===== config.mk =====
export PLATFORM = sky130hd
export DESIGN_NAME = bsz_core
export DESIGN_NICKNAME = d
export VERILOG_FILES = /design/src/verilog/bsz_pkg.sv /design/src/verilog/bsz_core.sv /design/src/verilog/bsz_sync.sv
export SDC_FILE = /design/constraint.sdc
export NUM_CORES = 1
export LEC_CHECK = 0
export BUFFER_PORTS_ARGS = -buffer_cell sky130_fd_sc_hd__buf_2
export CAP_MARGIN = 15
export CELL_PAD_IN_SITES_DETAIL_PLACEMENT = 1
export CELL_PAD_IN_SITES_GLOBAL_PLACEMENT = 1
export CORE_ASPECT_RATIO = 0.8
export CORE_MARGIN = 5
export CORE_UTILIZATION = 40
export DETAILED_ROUTE_END_ITERATION = 8
export HOLD_SLACK_MARGIN = 0.05
export PLACE_DENSITY = 0.83
export SLEW_MARGIN = 20
export SYNTH_ARGS = -nofsm -noshare
export SYNTH_HDL_FRONTEND = slang
export SYNTH_HIERARCHICAL = 1
export SYNTH_SLANG_ARGS = --single-unit

===== constraint.sdc =====
create_clock -name clk -period 2.2 [get_ports clk]
set_input_delay 0.44 -clock clk [delete_from_list [all_inputs] [get_ports clk]]
set_output_delay 0.44 -clock clk [all_outputs]
set_load 0.01 [all_outputs]

===== src/verilog/bsz_pkg.sv =====
// Package of constants and types for the bus sizing block
// Assumes a single 25 MHz clock and an active-low asynchronous reset
package bsz_pkg;
   localparam logic [1:0] SIZE_LONG = 2'h0;
   localparam logic [1:0] SIZE_BYTE = 2'h1;
   localparam logic [1:0] SIZE_WORD = 2'h2;
   localparam logic [1:0] SIZE_THREE = 2'h3;
   localparam int ADDR_W = 24;
   localparam int FC_W = 3;
   localparam int DATA_W = 16;
   localparam int BYTE_HI = 15;
   localparam int BYTE_LO = 7;
   localparam int ACK_TIMEOUT_NS = 40000;
   localparam int CLK_NS = 40;
   localparam int ACK_TIMEOUT_CYC = ACK_TIMEOUT_NS / CLK_NS;
   localparam logic [ADDR_W-1:0] ADDR_RESET = 24'h000000;
   localparam logic [DATA_W-1:0] DATA_RESET = 16'h0000;
   typedef enum logic [2:0] {
      BSZ_IDLE,
      BSZ_DRIVE,
      BSZ_WAIT,
      BSZ_RELEASE,
      BSZ_NEXT
   } bsz_state_e;
endpackage : bsz_pkg


===== src/verilog/bsz_core.sv =====
// Dynamic bus sizing master for byte and word operands on a 16-bit bus
// Assumes ports answer with active-low size acknowledges and hold them until the strobes negate
module bsz_core (
   // Clock and reset
   input wire logic clk,
   input wire logic reset_n,
   input wire logic clk_en,
   // Variant select
   input wire logic misalign_allowed,
   // Request from core
   input wire logic req_valid,
   output logic req_ready,
   input wire logic req_word,
   input wire logic req_read,
   input wire logic [bsz_pkg::ADDR_W-1:0] req_addr,
   input wire logic [bsz_pkg::FC_W-1:0] req_fc,
   input wire logic [bsz_pkg::DATA_W-1:0] req_wdata,
   // Answer to core
   output logic done,
   output logic misalign_error,
   output logic [bsz_pkg::DATA_W-1:0] rdata,
   // External bus
   output logic [bsz_pkg::ADDR_W-1:0] address,
   output logic address_lsb,
   output logic [1:0] transfer_size_code,
   output logic [bsz_pkg::FC_W-1:0] function_code,
   output logic read_write,
   output logic address_strobe_n,
   output logic data_strobe_n,
   output logic [bsz_pkg::DATA_W-1:0] data_out,
   output logic data_oe,
   input wire logic [bsz_pkg::DATA_W-1:0] data_in,
   input wire logic ack_byte_port_n,
   input wire logic ack_word_port_n
);
   bsz_pkg::bsz_state_e state;
   logic ack_byte_s_n;
   logic ack_word_s_n;
   logic [7:0] op_first;
   logic [7:0] op_second;
   logic second_cycle;
   logic acked;
   logic byte_port;

   // ----------------------------------------
   // Acknowledge synchronisers
   // ----------------------------------------
   bsz_sync u_sync_byte (
      .clk(clk),
      .reset_n(reset_n),
      .clk_en(clk_en),
      .async_n(ack_byte_port_n),
      .sync_n(ack_byte_s_n)
   );
   bsz_sync u_sync_word (
      .clk(clk),
      .reset_n(reset_n),
      .clk_en(clk_en),
      .async_n(ack_word_port_n),
      .sync_n(ack_word_s_n)
   );

   assign acked = !ack_byte_s_n || !ack_word_s_n;
   assign byte_port = !ack_byte_s_n && ack_word_s_n;
   assign address_lsb = address[0];
   assign address_strobe_n = !(state == bsz_pkg::BSZ_WAIT);
   assign data_strobe_n = !(state == bsz_pkg::BSZ_WAIT);
   assign req_ready = (state == bsz_pkg::BSZ_IDLE);

   // ----------------------------------------
   // Sequencer
   // ----------------------------------------
   always_ff @(posedge clk or negedge reset_n) begin
      if (!reset_n) begin
         state <= bsz_pkg::BSZ_IDLE;
      end else if (clk_en) begin
         case (state)
            bsz_pkg::BSZ_IDLE: begin
               if (req_valid && (misalign_allowed || !req_word || !req_addr[0])) begin
                  state <= bsz_pkg::BSZ_DRIVE;
               end
            end
            bsz_pkg::BSZ_DRIVE: begin
               state <= bsz_pkg::BSZ_WAIT;
            end
            bsz_pkg::BSZ_WAIT: begin
               if (acked) begin
                  state <= bsz_pkg::BSZ_RELEASE;
               end
            end
            bsz_pkg::BSZ_RELEASE: begin
               if (acked) begin
                  state <= bsz_pkg::BSZ_RELEASE;
               end else if (second_cycle) begin
                  state <= bsz_pkg::BSZ_NEXT;
               end else begin
                  state <= bsz_pkg::BSZ_IDLE;
               end
            end
            bsz_pkg::BSZ_NEXT: begin
               state <= bsz_pkg::BSZ_DRIVE;
            end
            default: begin
               state <= bsz_pkg::BSZ_IDLE;
            end
         endcase
      end
   end

   // ----------------------------------------
   // Address, size and attributes
   // ----------------------------------------
   always_ff @(posedge clk or negedge reset_n) begin
      if (!reset_n) begin
         address <= bsz_pkg::ADDR_RESET;
         transfer_size_code <= bsz_pkg::SIZE_BYTE;
         function_code <= '0;
         read_write <= 1'b1;
         op_first <= 8'h00;
         op_second <= 8'h00;
         second_cycle <= 1'b0;
      end else if (clk_en) begin
         if (state == bsz_pkg::BSZ_IDLE && req_valid) begin
            address <= req_addr;
            transfer_size_code <= req_word ? bsz_pkg::SIZE_WORD : bsz_pkg::SIZE_BYTE;
            function_code <= req_fc;
            read_write <= req_read;
            op_first <= req_word ? req_wdata[bsz_pkg::BYTE_HI:8] : req_wdata[bsz_pkg::BYTE_LO:0];
            op_second <= req_wdata[bsz_pkg::BYTE_LO:0];
         end
         if (state == bsz_pkg::BSZ_WAIT && acked) begin
            second_cycle <= (transfer_size_code == bsz_pkg::SIZE_WORD) &&
               (byte_port || address[0]);
         end
         if (state == bsz_pkg::BSZ_NEXT) begin
            address <= address + 24'h000001;
            transfer_size_code <= bsz_pkg::SIZE_BYTE;
            op_first <= op_second;
            second_cycle <= 1'b0;
         end
      end
   end

   // ----------------------------------------
   // Write lanes
   // ----------------------------------------
   always_ff @(posedge clk or negedge reset_n) begin
      if (!reset_n) begin
         data_out <= bsz_pkg::DATA_RESET;
         data_oe <= 1'b0;
      end else if (clk_en) begin
         if (state == bsz_pkg::BSZ_DRIVE && !read_write) begin
            data_oe <= 1'b1;
            if (transfer_size_code == bsz_pkg::SIZE_WORD && !address[0]) begin
               data_out <= {op_first, op_second};
            end else begin
               data_out <= {op_first, op_first};
            end
         end else if (state == bsz_pkg::BSZ_IDLE) begin
            data_oe <= 1'b0;
         end
      end
   end

   // ----------------------------------------
   // Read capture and completion
   // ----------------------------------------
   always_ff @(posedge clk or negedge reset_n) begin
      if (!reset_n) begin
         rdata <= bsz_pkg::DATA_RESET;
         done <= 1'b0;
         misalign_error <= 1'b0;
      end else if (clk_en) begin
         done <= state == bsz_pkg::BSZ_RELEASE && !acked && !second_cycle;
         misalign_error <= state == bsz_pkg::BSZ_IDLE && req_valid && !misalign_allowed &&
            req_word && req_addr[0];
         if (state == bsz_pkg::BSZ_WAIT && acked && read_write) begin
            if (transfer_size_code == bsz_pkg::SIZE_WORD && !byte_port && !address[0]) begin
               rdata <= data_in;
            end else if (byte_port || !address[0]) begin
               if (transfer_size_code == bsz_pkg::SIZE_WORD) begin
                  rdata[bsz_pkg::BYTE_HI:8] <= data_in[bsz_pkg::BYTE_HI:8];
               end else begin
                  rdata[bsz_pkg::BYTE_LO:0] <= data_in[bsz_pkg::BYTE_HI:8];
               end
            end else begin
               if (transfer_size_code == bsz_pkg::SIZE_WORD) begin
                  rdata[bsz_pkg::BYTE_HI:8] <= data_in[bsz_pkg::BYTE_LO:0];
               end else begin
                  rdata[bsz_pkg::BYTE_LO:0] <= data_in[bsz_pkg::BYTE_LO:0];
               end
            end
         end
      end
   end
endmodule : bsz_core


===== src/verilog/bsz_sync.sv =====
// Two-flop synchroniser for one active-low level
// Assumes the input may change at any time relative to clk
module bsz_sync (
   // Clock and reset
   input wire logic clk,
   input wire logic reset_n,
   input wire logic clk_en,
   // Level
   input wire logic async_n,
   output logic sync_n
);
   logic stage_n;

   always_ff @(posedge clk or negedge reset_n) begin
      if (!reset_n) begin
         stage_n <= 1'b1;
         sync_n <= 1'b1;
      end else if (clk_en) begin
         stage_n <= async_n;
         sync_n <= stage_n;
      end
   end
endmodule : bsz_sync

==> reports/summary.md, run 1 <==
- overall fraction of global-route tracks in use: 20.9%
- critical path peak fanout: 13
- type of element launching the critical path: flip-flop
- Synthesis Warnings: 6
- cell area after synthesis: 4670 um^2
- Wirelength per Cell: 18.9 um
- H-tree levels: 3
- total CTS buffers: 9
- total inserted antenna cells: 0
- remaining antenna violation count: 0
- Boundary Pins: 137
- placer congestion estimate: 0.815
- area of the die: 13900 um^2
- Min Hold Slack: 101 ps
- hpwl dp: 10300 um
- largest buffer count on any clock path: 2
- end-of-flow core utilization: 51.3%
- chip width: 131 um
- DRC: 0
- pin count of the biggest net entering global routing: 54
- die height: 107 um
- total power density per cell area: 1200 nW/um^2
- arrival time worst endpoint: 2190 ps
- Final Setup Violations: 0
- area delta synth->final: 26.1%
- Post-CTS Resized: 0
- count of buffers inserted at the top-level ports: 136
- actual transition at the worst max-transition pin: 628 ps
- period utilization: 89.4%
- delay of the slowest critical-path stage: 560 ps
- type of element capturing the critical path: flip-flop
- aggregate negative setup slack: 0 ps
- Synth Area per Inst: 10.4 um^2
- post-route minimum period: 1970 ps
- most common cell after layout, fill and taps aside: sky130_fd_sc_hd__buf_2
- Maximum Capacitance Violations: 0
- cell count after synthesis: 447
- leakage power total: 2.83 nW
- outcome: finished clean
- async set-or-reset flop fraction in the synthesized netlist: 100%
- clock latency reported for the late side of the worst-skew pair: 340 ps
- root buf cell: sky130_fd_sc_hd__clkbuf_16
- count of final hold-check violations: 0
- number of antenna violations at the first check in global routing: 0
- clock tree skew after final layout: 6.28 ps
- synthesized netlist net count: 516
- share of Yosys cell area claimed by the top area cell type: 44.5%
- Inst Count DP: 721
- slowest library cell on the worst path: sky130_fd_sc_hd__dfrtp_1
- routed via count divided by cell count: 5.49
- FF+latch area: 2230 um^2
- routed vias: 4046
- cell type contributing the most total cell area after synthesis: sky130_fd_sc_hd__dfrtp_1
- number of flops mapped to enable cells by yosys: 0
- VDD IR-drop max: 0.540 mV
- Pins Over Slew Limit: 0
- Crit Path Class: flip-flop to flip-flop
- TritonCTS clock tree: built
- cell area after layout: 5890 um^2
- maximum clock frequency: 508 MHz
- critical path cell sequence: nor3b_2 -> and2_1 -> and3_1 -> mux2_2
- Largest delay share family, worst path: simple AND/OR/NAND/NOR gates
- global-route wire length before repair: 22800 um
- clock input transition at the sequential cells of the worst setup and hold paths: 60 ps
- 1st-pass router iterations: 4
- share of post-route cells with drive strength above 1: 36.3%
- Yosys cell types: 66
- area of the placeable core: 11500 um^2
- standard-cell row count: 35
- number of buffers inserted by hold repair at cts: 0
- Starting Density: 40.7%
- area of placed instances: 5570 um^2
- share of synthesized area occupied by flip-flops and latches: 47.9%
- most frequent cells in the layout: 135 x sky130_fd_sc_hd__buf_2, 83 x sky130_fd_sc_hd__dfrtp_1, 41 x sky130_fd_sc_hd__nand2_1, 32 x sky130_fd_sc_hd__a21oi_1
- TritonCTS sink count: 89
- drt first-iter violations: 154
- Required @ worst endpoint: 2420 ps
- final cell count without fillers: 737
- ranking of synthesized cells by area: sky130_fd_sc_hd__dfrtp_1 44%, sky130_fd_sc_hd__mux2i_1 6.0%, sky130_fd_sc_hd__mux2_2 5.5%
- number of storage elements in the synthesis netlist: 89
- worst rel slew slack: 57.9%
- worst setup slack for register-to-register paths: 230 ps
- path class of the lowest-slack min-delay path: input pin to asynchronous set/reset pin
- area taken by multi-input logic gates: 2270 um^2
- Worst Path Buf+Inv: 0
- Setup Fix Bufs, Post-CTS: 0
- drt total wl: 13900 um
- aggregate global routing overflow: 0
- most instantiated flip-flop cell in the synthesis netlist: sky130_fd_sc_hd__dfrtp_1
- final net count: 653
- Layout fillers: 1309
- vias in the first global route: 4347
- RSZ-0062 raised after global routing: no
-- path summary, 6_finish.rpt --
kind                                       start                      endpoint  cells after the start
setup / recovery            state[2]$_DFFE_PN0P_          rdata[0]$_DFFE_PN0P_                      4
hold / removal                           reset_n       address[17]$_DFFE_PN0P_                      1
setup reg to reg            state[2]$_DFFE_PN0P_          rdata[0]$_DFFE_PN0P_                      4
hold reg to reg            rdata[13]$_DFFE_PN0P_         rdata[13]$_DFFE_PN0P_                      2
max in group asynchronous                reset_n       data_out[2]$_DFFE_PN0P_                      2
min in group clk                       req_fc[1]  function_code[1]$_DFFE_PN0P_                      2
-- routing by layer --
layer / part of all wire [%] / vias to the layer above / global-route usage [%]
met5: 0 / - / 0
met1: 43 / 1994 / 27.9
li1: - / 1915 / -
met4: 1.6 / 0 / 5.58
met2: 48 / 117 / 33.1
met3: 7.1 / 20 / 6.37
-- synth_stat cells (2+ instances only) --
cell	n
sky130_fd_sc_hd__a211oi_1	5
sky130_fd_sc_hd__a21o_1	3
sky130_fd_sc_hd__a21oi_1	32
sky130_fd_sc_hd__a22oi_1	4
sky130_fd_sc_hd__a2bb2oi_1	3
sky130_fd_sc_hd__a311oi_1	5
sky130_fd_sc_hd__a31o_2	2
sky130_fd_sc_hd__and2_1	4
sky130_fd_sc_hd__and3_1	10
sky130_fd_sc_hd__and4_1	3
sky130_fd_sc_hd__buf_2	14
sky130_fd_sc_hd__buf_4	4
sky130_fd_sc_hd__clkbuf_1	10
sky130_fd_sc_hd__dfrtp_1	83
sky130_fd_sc_hd__dfstp_2	6
sky130_fd_sc_hd__inv_1	9
sky130_fd_sc_hd__mux2_1	17
sky130_fd_sc_hd__mux2_2	23
sky130_fd_sc_hd__mux2i_1	28
sky130_fd_sc_hd__nand2_1	41
sky130_fd_sc_hd__nand2b_1	5
sky130_fd_sc_hd__nand3_1	14
sky130_fd_sc_hd__nand4_1	7
sky130_fd_sc_hd__nor2_1	28
sky130_fd_sc_hd__nor2b_1	3
sky130_fd_sc_hd__nor3_1	5
sky130_fd_sc_hd__nor3b_2	3
sky130_fd_sc_hd__nor4_1	2
sky130_fd_sc_hd__nor4_4	2
sky130_fd_sc_hd__o211ai_1	3
sky130_fd_sc_hd__o21ai_0	15
sky130_fd_sc_hd__o21ai_1	11
sky130_fd_sc_hd__o22ai_1	10
-- per-stage QoR --
stage | total power, mW | setup slack [ps]
3_5_place_dp | 5.49 | 155
4_1_cts | 7.19 | 221
5_1_grt | 7.58 | 127
6_report | 7.09 | 233
3_3_place_gp | 5.34 | 249
2_1_floorplan | 4.37 | 451
-- flip-flops by register name (all words and copies together) (netlist names) --
register	cells
rdata	16
u_sync_byte/stage_n	1
state	3
read_write	1
second_cycle	1
op_second	8
data_oe	1
done	1
misalign_error	1
u_sync_word/sync_n	1
address	24
op_first	8
function_code	3
u_sync_byte/sync_n	1
u_sync_word/stage_n	1
data_out	16
transfer_size_code	2
-- cell type report --
cell class | instances | share of cell area [%]
multi-input combinational | 320 | 38.5
clock inverter | 3 | 1.11
clock buffer | 13 | 4.25
tap | 148 | 3.15
inverter | 9 | 0.574
timing repair buffer | 155 | 14.5
sequential | 89 | 38.0
-- cells by family after synthesis --
logic type	share of synthesized area, %
AO/OA/AOI/OAI	15.5
adder cells (fa/ha/maj)	0.268
buffers and inverters	3.91
flip-flops	47.9
multiplexers	15.7
AND/OR/NAND/NOR	16.8
-- worst register-to-register path, stage by stage, from the launching register on --
cell	delay, ps
sky130_fd_sc_hd__dfrtp_1	560
sky130_fd_sc_hd__nor3b_2	310
sky130_fd_sc_hd__and2_1	210
sky130_fd_sc_hd__and3_1	400
sky130_fd_sc_hd__mux2_2	380
-- where the power goes --
group	internal [mW]	leakage, nW	switching, mW
Clock	1.03	0.154	0.632
Combinational	1.14	1.57	1.27
Sequential	2.33	1.11	0.692
Total	4.50	2.83	2.59
No activity file was read; power rests on OpenSTA's default activity.
==> run 2: changes to the inputs <==
--- a/config.mk
+++ b/config.mk
@@ -11,10 +11,10 @@
 export CELL_PAD_IN_SITES_GLOBAL_PLACEMENT = 1
 export CORE_ASPECT_RATIO = 0.8
 export CORE_MARGIN = 5
-export CORE_UTILIZATION = 40
+export CORE_UTILIZATION = 33
 export DETAILED_ROUTE_END_ITERATION = 8
 export HOLD_SLACK_MARGIN = 0.05
-export PLACE_DENSITY = 0.83
+export PLACE_DENSITY = 0.71
 export SLEW_MARGIN = 20
 export SYNTH_ARGS = -nofsm -noshare
 export SYNTH_HDL_FRONTEND = slang
==> run 2 against run 1 <==
Setup slack gained 4.9 ps. Combinational power about the same. First-iteration DRC count shrank 1.3%. Maximum frequency rose by 0.25%. Global-route usage fell by 3.7 points. Die area up 19%. Count of clock-buffer cells in the layout decreased by 4. Clock skew grew 5.3 ps. Wire length is 0.93% higher. Sequential power barely moved. Via count fell by 0.49%. Critical endpoint is now rdata[4]$_DFFE_PN0P_. Largest cell class unchanged.
==> reports/summary.md, run 2 (synthesis results as in run 1) <==
- largest buffer count on any clock path: 2, unchanged
- Wirelength per Cell: 18.2 um, -3.4%
- Largest delay share family, worst path: simple AND/OR/NAND/NOR gates
- total inserted antenna cells: 0, unchanged
- post-route total power: 6.93 mW, -2.3%
- pin count of the biggest net entering global routing: 54, unchanged
- number of buffers inserted by hold repair at cts: 1, +1
- period utilization: 89.2%, -0.22 points
- most common cell after layout, fill and taps aside: sky130_fd_sc_hd__buf_2
- routed via count divided by cell count: 5.23, -4.8%
- area delta synth->final: 26.5%
- Maximum Capacitance Violations: 0, unchanged
- global-route wire length before repair: 22700 um, -0.67%
- Worst Path Buf+Inv: 0, unchanged
- DRC: 0, unchanged
- drt first-iter violations: 152, -1.3%
- register containing the most flip-flops in the final layout: address
- total CTS buffers: 9, unchanged
- path class of the lowest-slack min-delay path: input pin to flip-flop
- largest registers: address x24, data_out x16, rdata x16
- area of the placeable core: 13700 um^2, +19%
- TritonCTS sink count: 89, unchanged
- Post-CTS Resized: 0, unchanged
- clock input transition at the sequential cells of the worst setup and hold paths: 70 ps, about the same
- routed vias: 4026, -0.49%
- drt total wl: 14000 um, +0.93%
- area of the die: 16600 um^2, +19%
- count of buffers inserted at the top-level ports: 136, unchanged
- area taken by multi-input logic gates: 2270 um^2, unchanged
- leakage power total: 2.83 nW, -0.18%
- Setup Fix Bufs, Post-CTS: 0, unchanged
- critical path cell sequence: nor3b_2 -> and2_1 -> and3_1 -> mux2_2
- sw frac: 38.5%, +2.0 points
- Combinational Power Share: 34.4%, +0.4 points
- critical path peak fanout: 8, -5
- clock latency reported for the late side of the worst-skew pair: 350 ps, about the same
- type of element launching the critical path: flip-flop
- Final Setup Violations: 0, unchanged
- sequential power share: 43.9%, +1.3 points
- max reg flops: 24, unchanged
- final net count: 654, +0.15%
- remaining antenna violation count: 0, unchanged
- hpwl dp: 10400 um, +0.73%
- delay of the slowest critical-path stage: 580 ps, +20 ps
- aggregate negative setup slack: 0 ps, unchanged
- maximum clock frequency: 510 MHz, +0.25%
- worst slack, placed: 188 ps, +33.4 ps
- standard-cell row count: 38, +8.6%
- placer congestion estimate: 0.836, +2.6%
- Internal Pwr Total: 4.26 mW, -5.3%
- Required @ worst endpoint: 2430 ps, about the same
- number of antenna violations at the first check in global routing: 1, +1
- post-layout worst setup margin: 237 ps, +4.89 ps
- die height: 116 um, +9.1%
- 1st-pass router iterations: 4, unchanged
- arrival time worst endpoint: 2190 ps, about the same
- clock share of power: 21.7%, -1.7 points
- root buf cell: sky130_fd_sc_hd__clkbuf_16
- switching pwr: 2.67 mW, +3.0%
- slowest library cell on the worst path: sky130_fd_sc_hd__dfrtp_1
- aggregate global routing overflow: 0, unchanged
- Boundary Pins: 137, unchanged
- H-tree levels: 3, unchanged
- overall fraction of global-route tracks in use: 17.2%, -3.7 points
- end-of-flow core utilization: 43.1%, -8.2 points
- FF+latch area: 2230 um^2, unchanged
- type of element capturing the critical path: flip-flop
- vias in the first global route: 4371, +0.55%
- Layout fillers: 1574, +20%
- most frequent cells in the layout: 135 x sky130_fd_sc_hd__buf_2, 83 x sky130_fd_sc_hd__dfrtp_1, 41 x sky130_fd_sc_hd__nand2_1, 32 x sky130_fd_sc_hd__a21oi_1
- actual transition at the worst max-transition pin: 686 ps, +57.9 ps
- clock tree skew after final layout: 11.6 ps, +5.34 ps
- Starting Density: 34.1%, -6.6 points
- TritonCTS clock tree: built
- count of final hold-check violations: 0, unchanged
- Pins Over Slew Limit: 0, unchanged
- VDD IR-drop max: 0.496 mV, -8.0%
- share of post-route cells with drive strength above 1: 36.8%, +0.45 points
- Crit Path Class: flip-flop to flip-flop
- chip width: 143 um, +9.3%
- outcome: finished clean
- Min Hold Slack: 325 ps, +225 ps
- RSZ-0062 raised after global routing: no
- post-route minimum period: 1960 ps, -4.89 ps
- total power density per cell area: 1170 nW/um^2, -2.6%
- worst rel slew slack: 54.0%, -3.9 points
[run 2: area by class of cell]
type                    instances  area share, %
well taps                     180           3.81
clock buffers                   9           3.81
repair buffers                156           14.6
flip-flops and latches         89           37.8
multi-input cells             320           38.4
inverters                       9          0.572
clock inverters                 7           1.02
[run 2: power groups by stage]
stage	Combinational, mW	Clock [mW]	Sequential (mW)
6_report	2.38	1.51	3.04
2_1_floorplan	1.27	0	3.10
3_3_place_gp	2.35	0	3.02
3_5_place_dp	2.42	0	3.07
4_1_cts	2.44	1.56	3.05
5_1_grt	2.64	1.62	3.16
[run 2: final timing paths]
check / endpoint / start / cells after the start / slack, ps
hold reg to reg: rdata[8]$_DFFE_PN0P_ / rdata[8]$_DFFE_PN0P_ / 2 / 470
setup / recovery: rdata[4]$_DFFE_PN0P_ / state[1]$_DFFE_PN0P_ / 4 / 240
max in group asynchronous: transfer_size_code[0]$_DFFE_PN1P_ / reset_n / 3 / 970
setup reg to reg: rdata[4]$_DFFE_PN0P_ / state[1]$_DFFE_PN0P_ / 4 / 240
min in group asynchronous: data_out[6]$_DFFE_PN0P_ / reset_n / 2 / 560
hold / removal: function_code[1]$_DFFE_PN0P_ / req_fc[1] / 2 / 330
[run 2: layer usage]
| layer | global-route usage (%) | up-vias | part of all wire (%) |
|---|---|---|---|
| met5 | 0 | - | 0.13 |
| met4 | 3.29 | 2 | 0.73 |
| met3 | 4.54 | 12 | 5.9 |
| met2 | 28.7 | 92 | 47 |
| met1 | 22.8 | 1997 | 46 |
| li1 | - | 1923 | - |
[run 2: through the flow]
stage / instances / cell area (um^2)
after floorplan: 447 / 4670
after global placement: 753 / 5610
after detailed placement: 753 / 5610
after CTS: 770 / 5910
after global routing: 770 / 5910
final: 770 / 5910
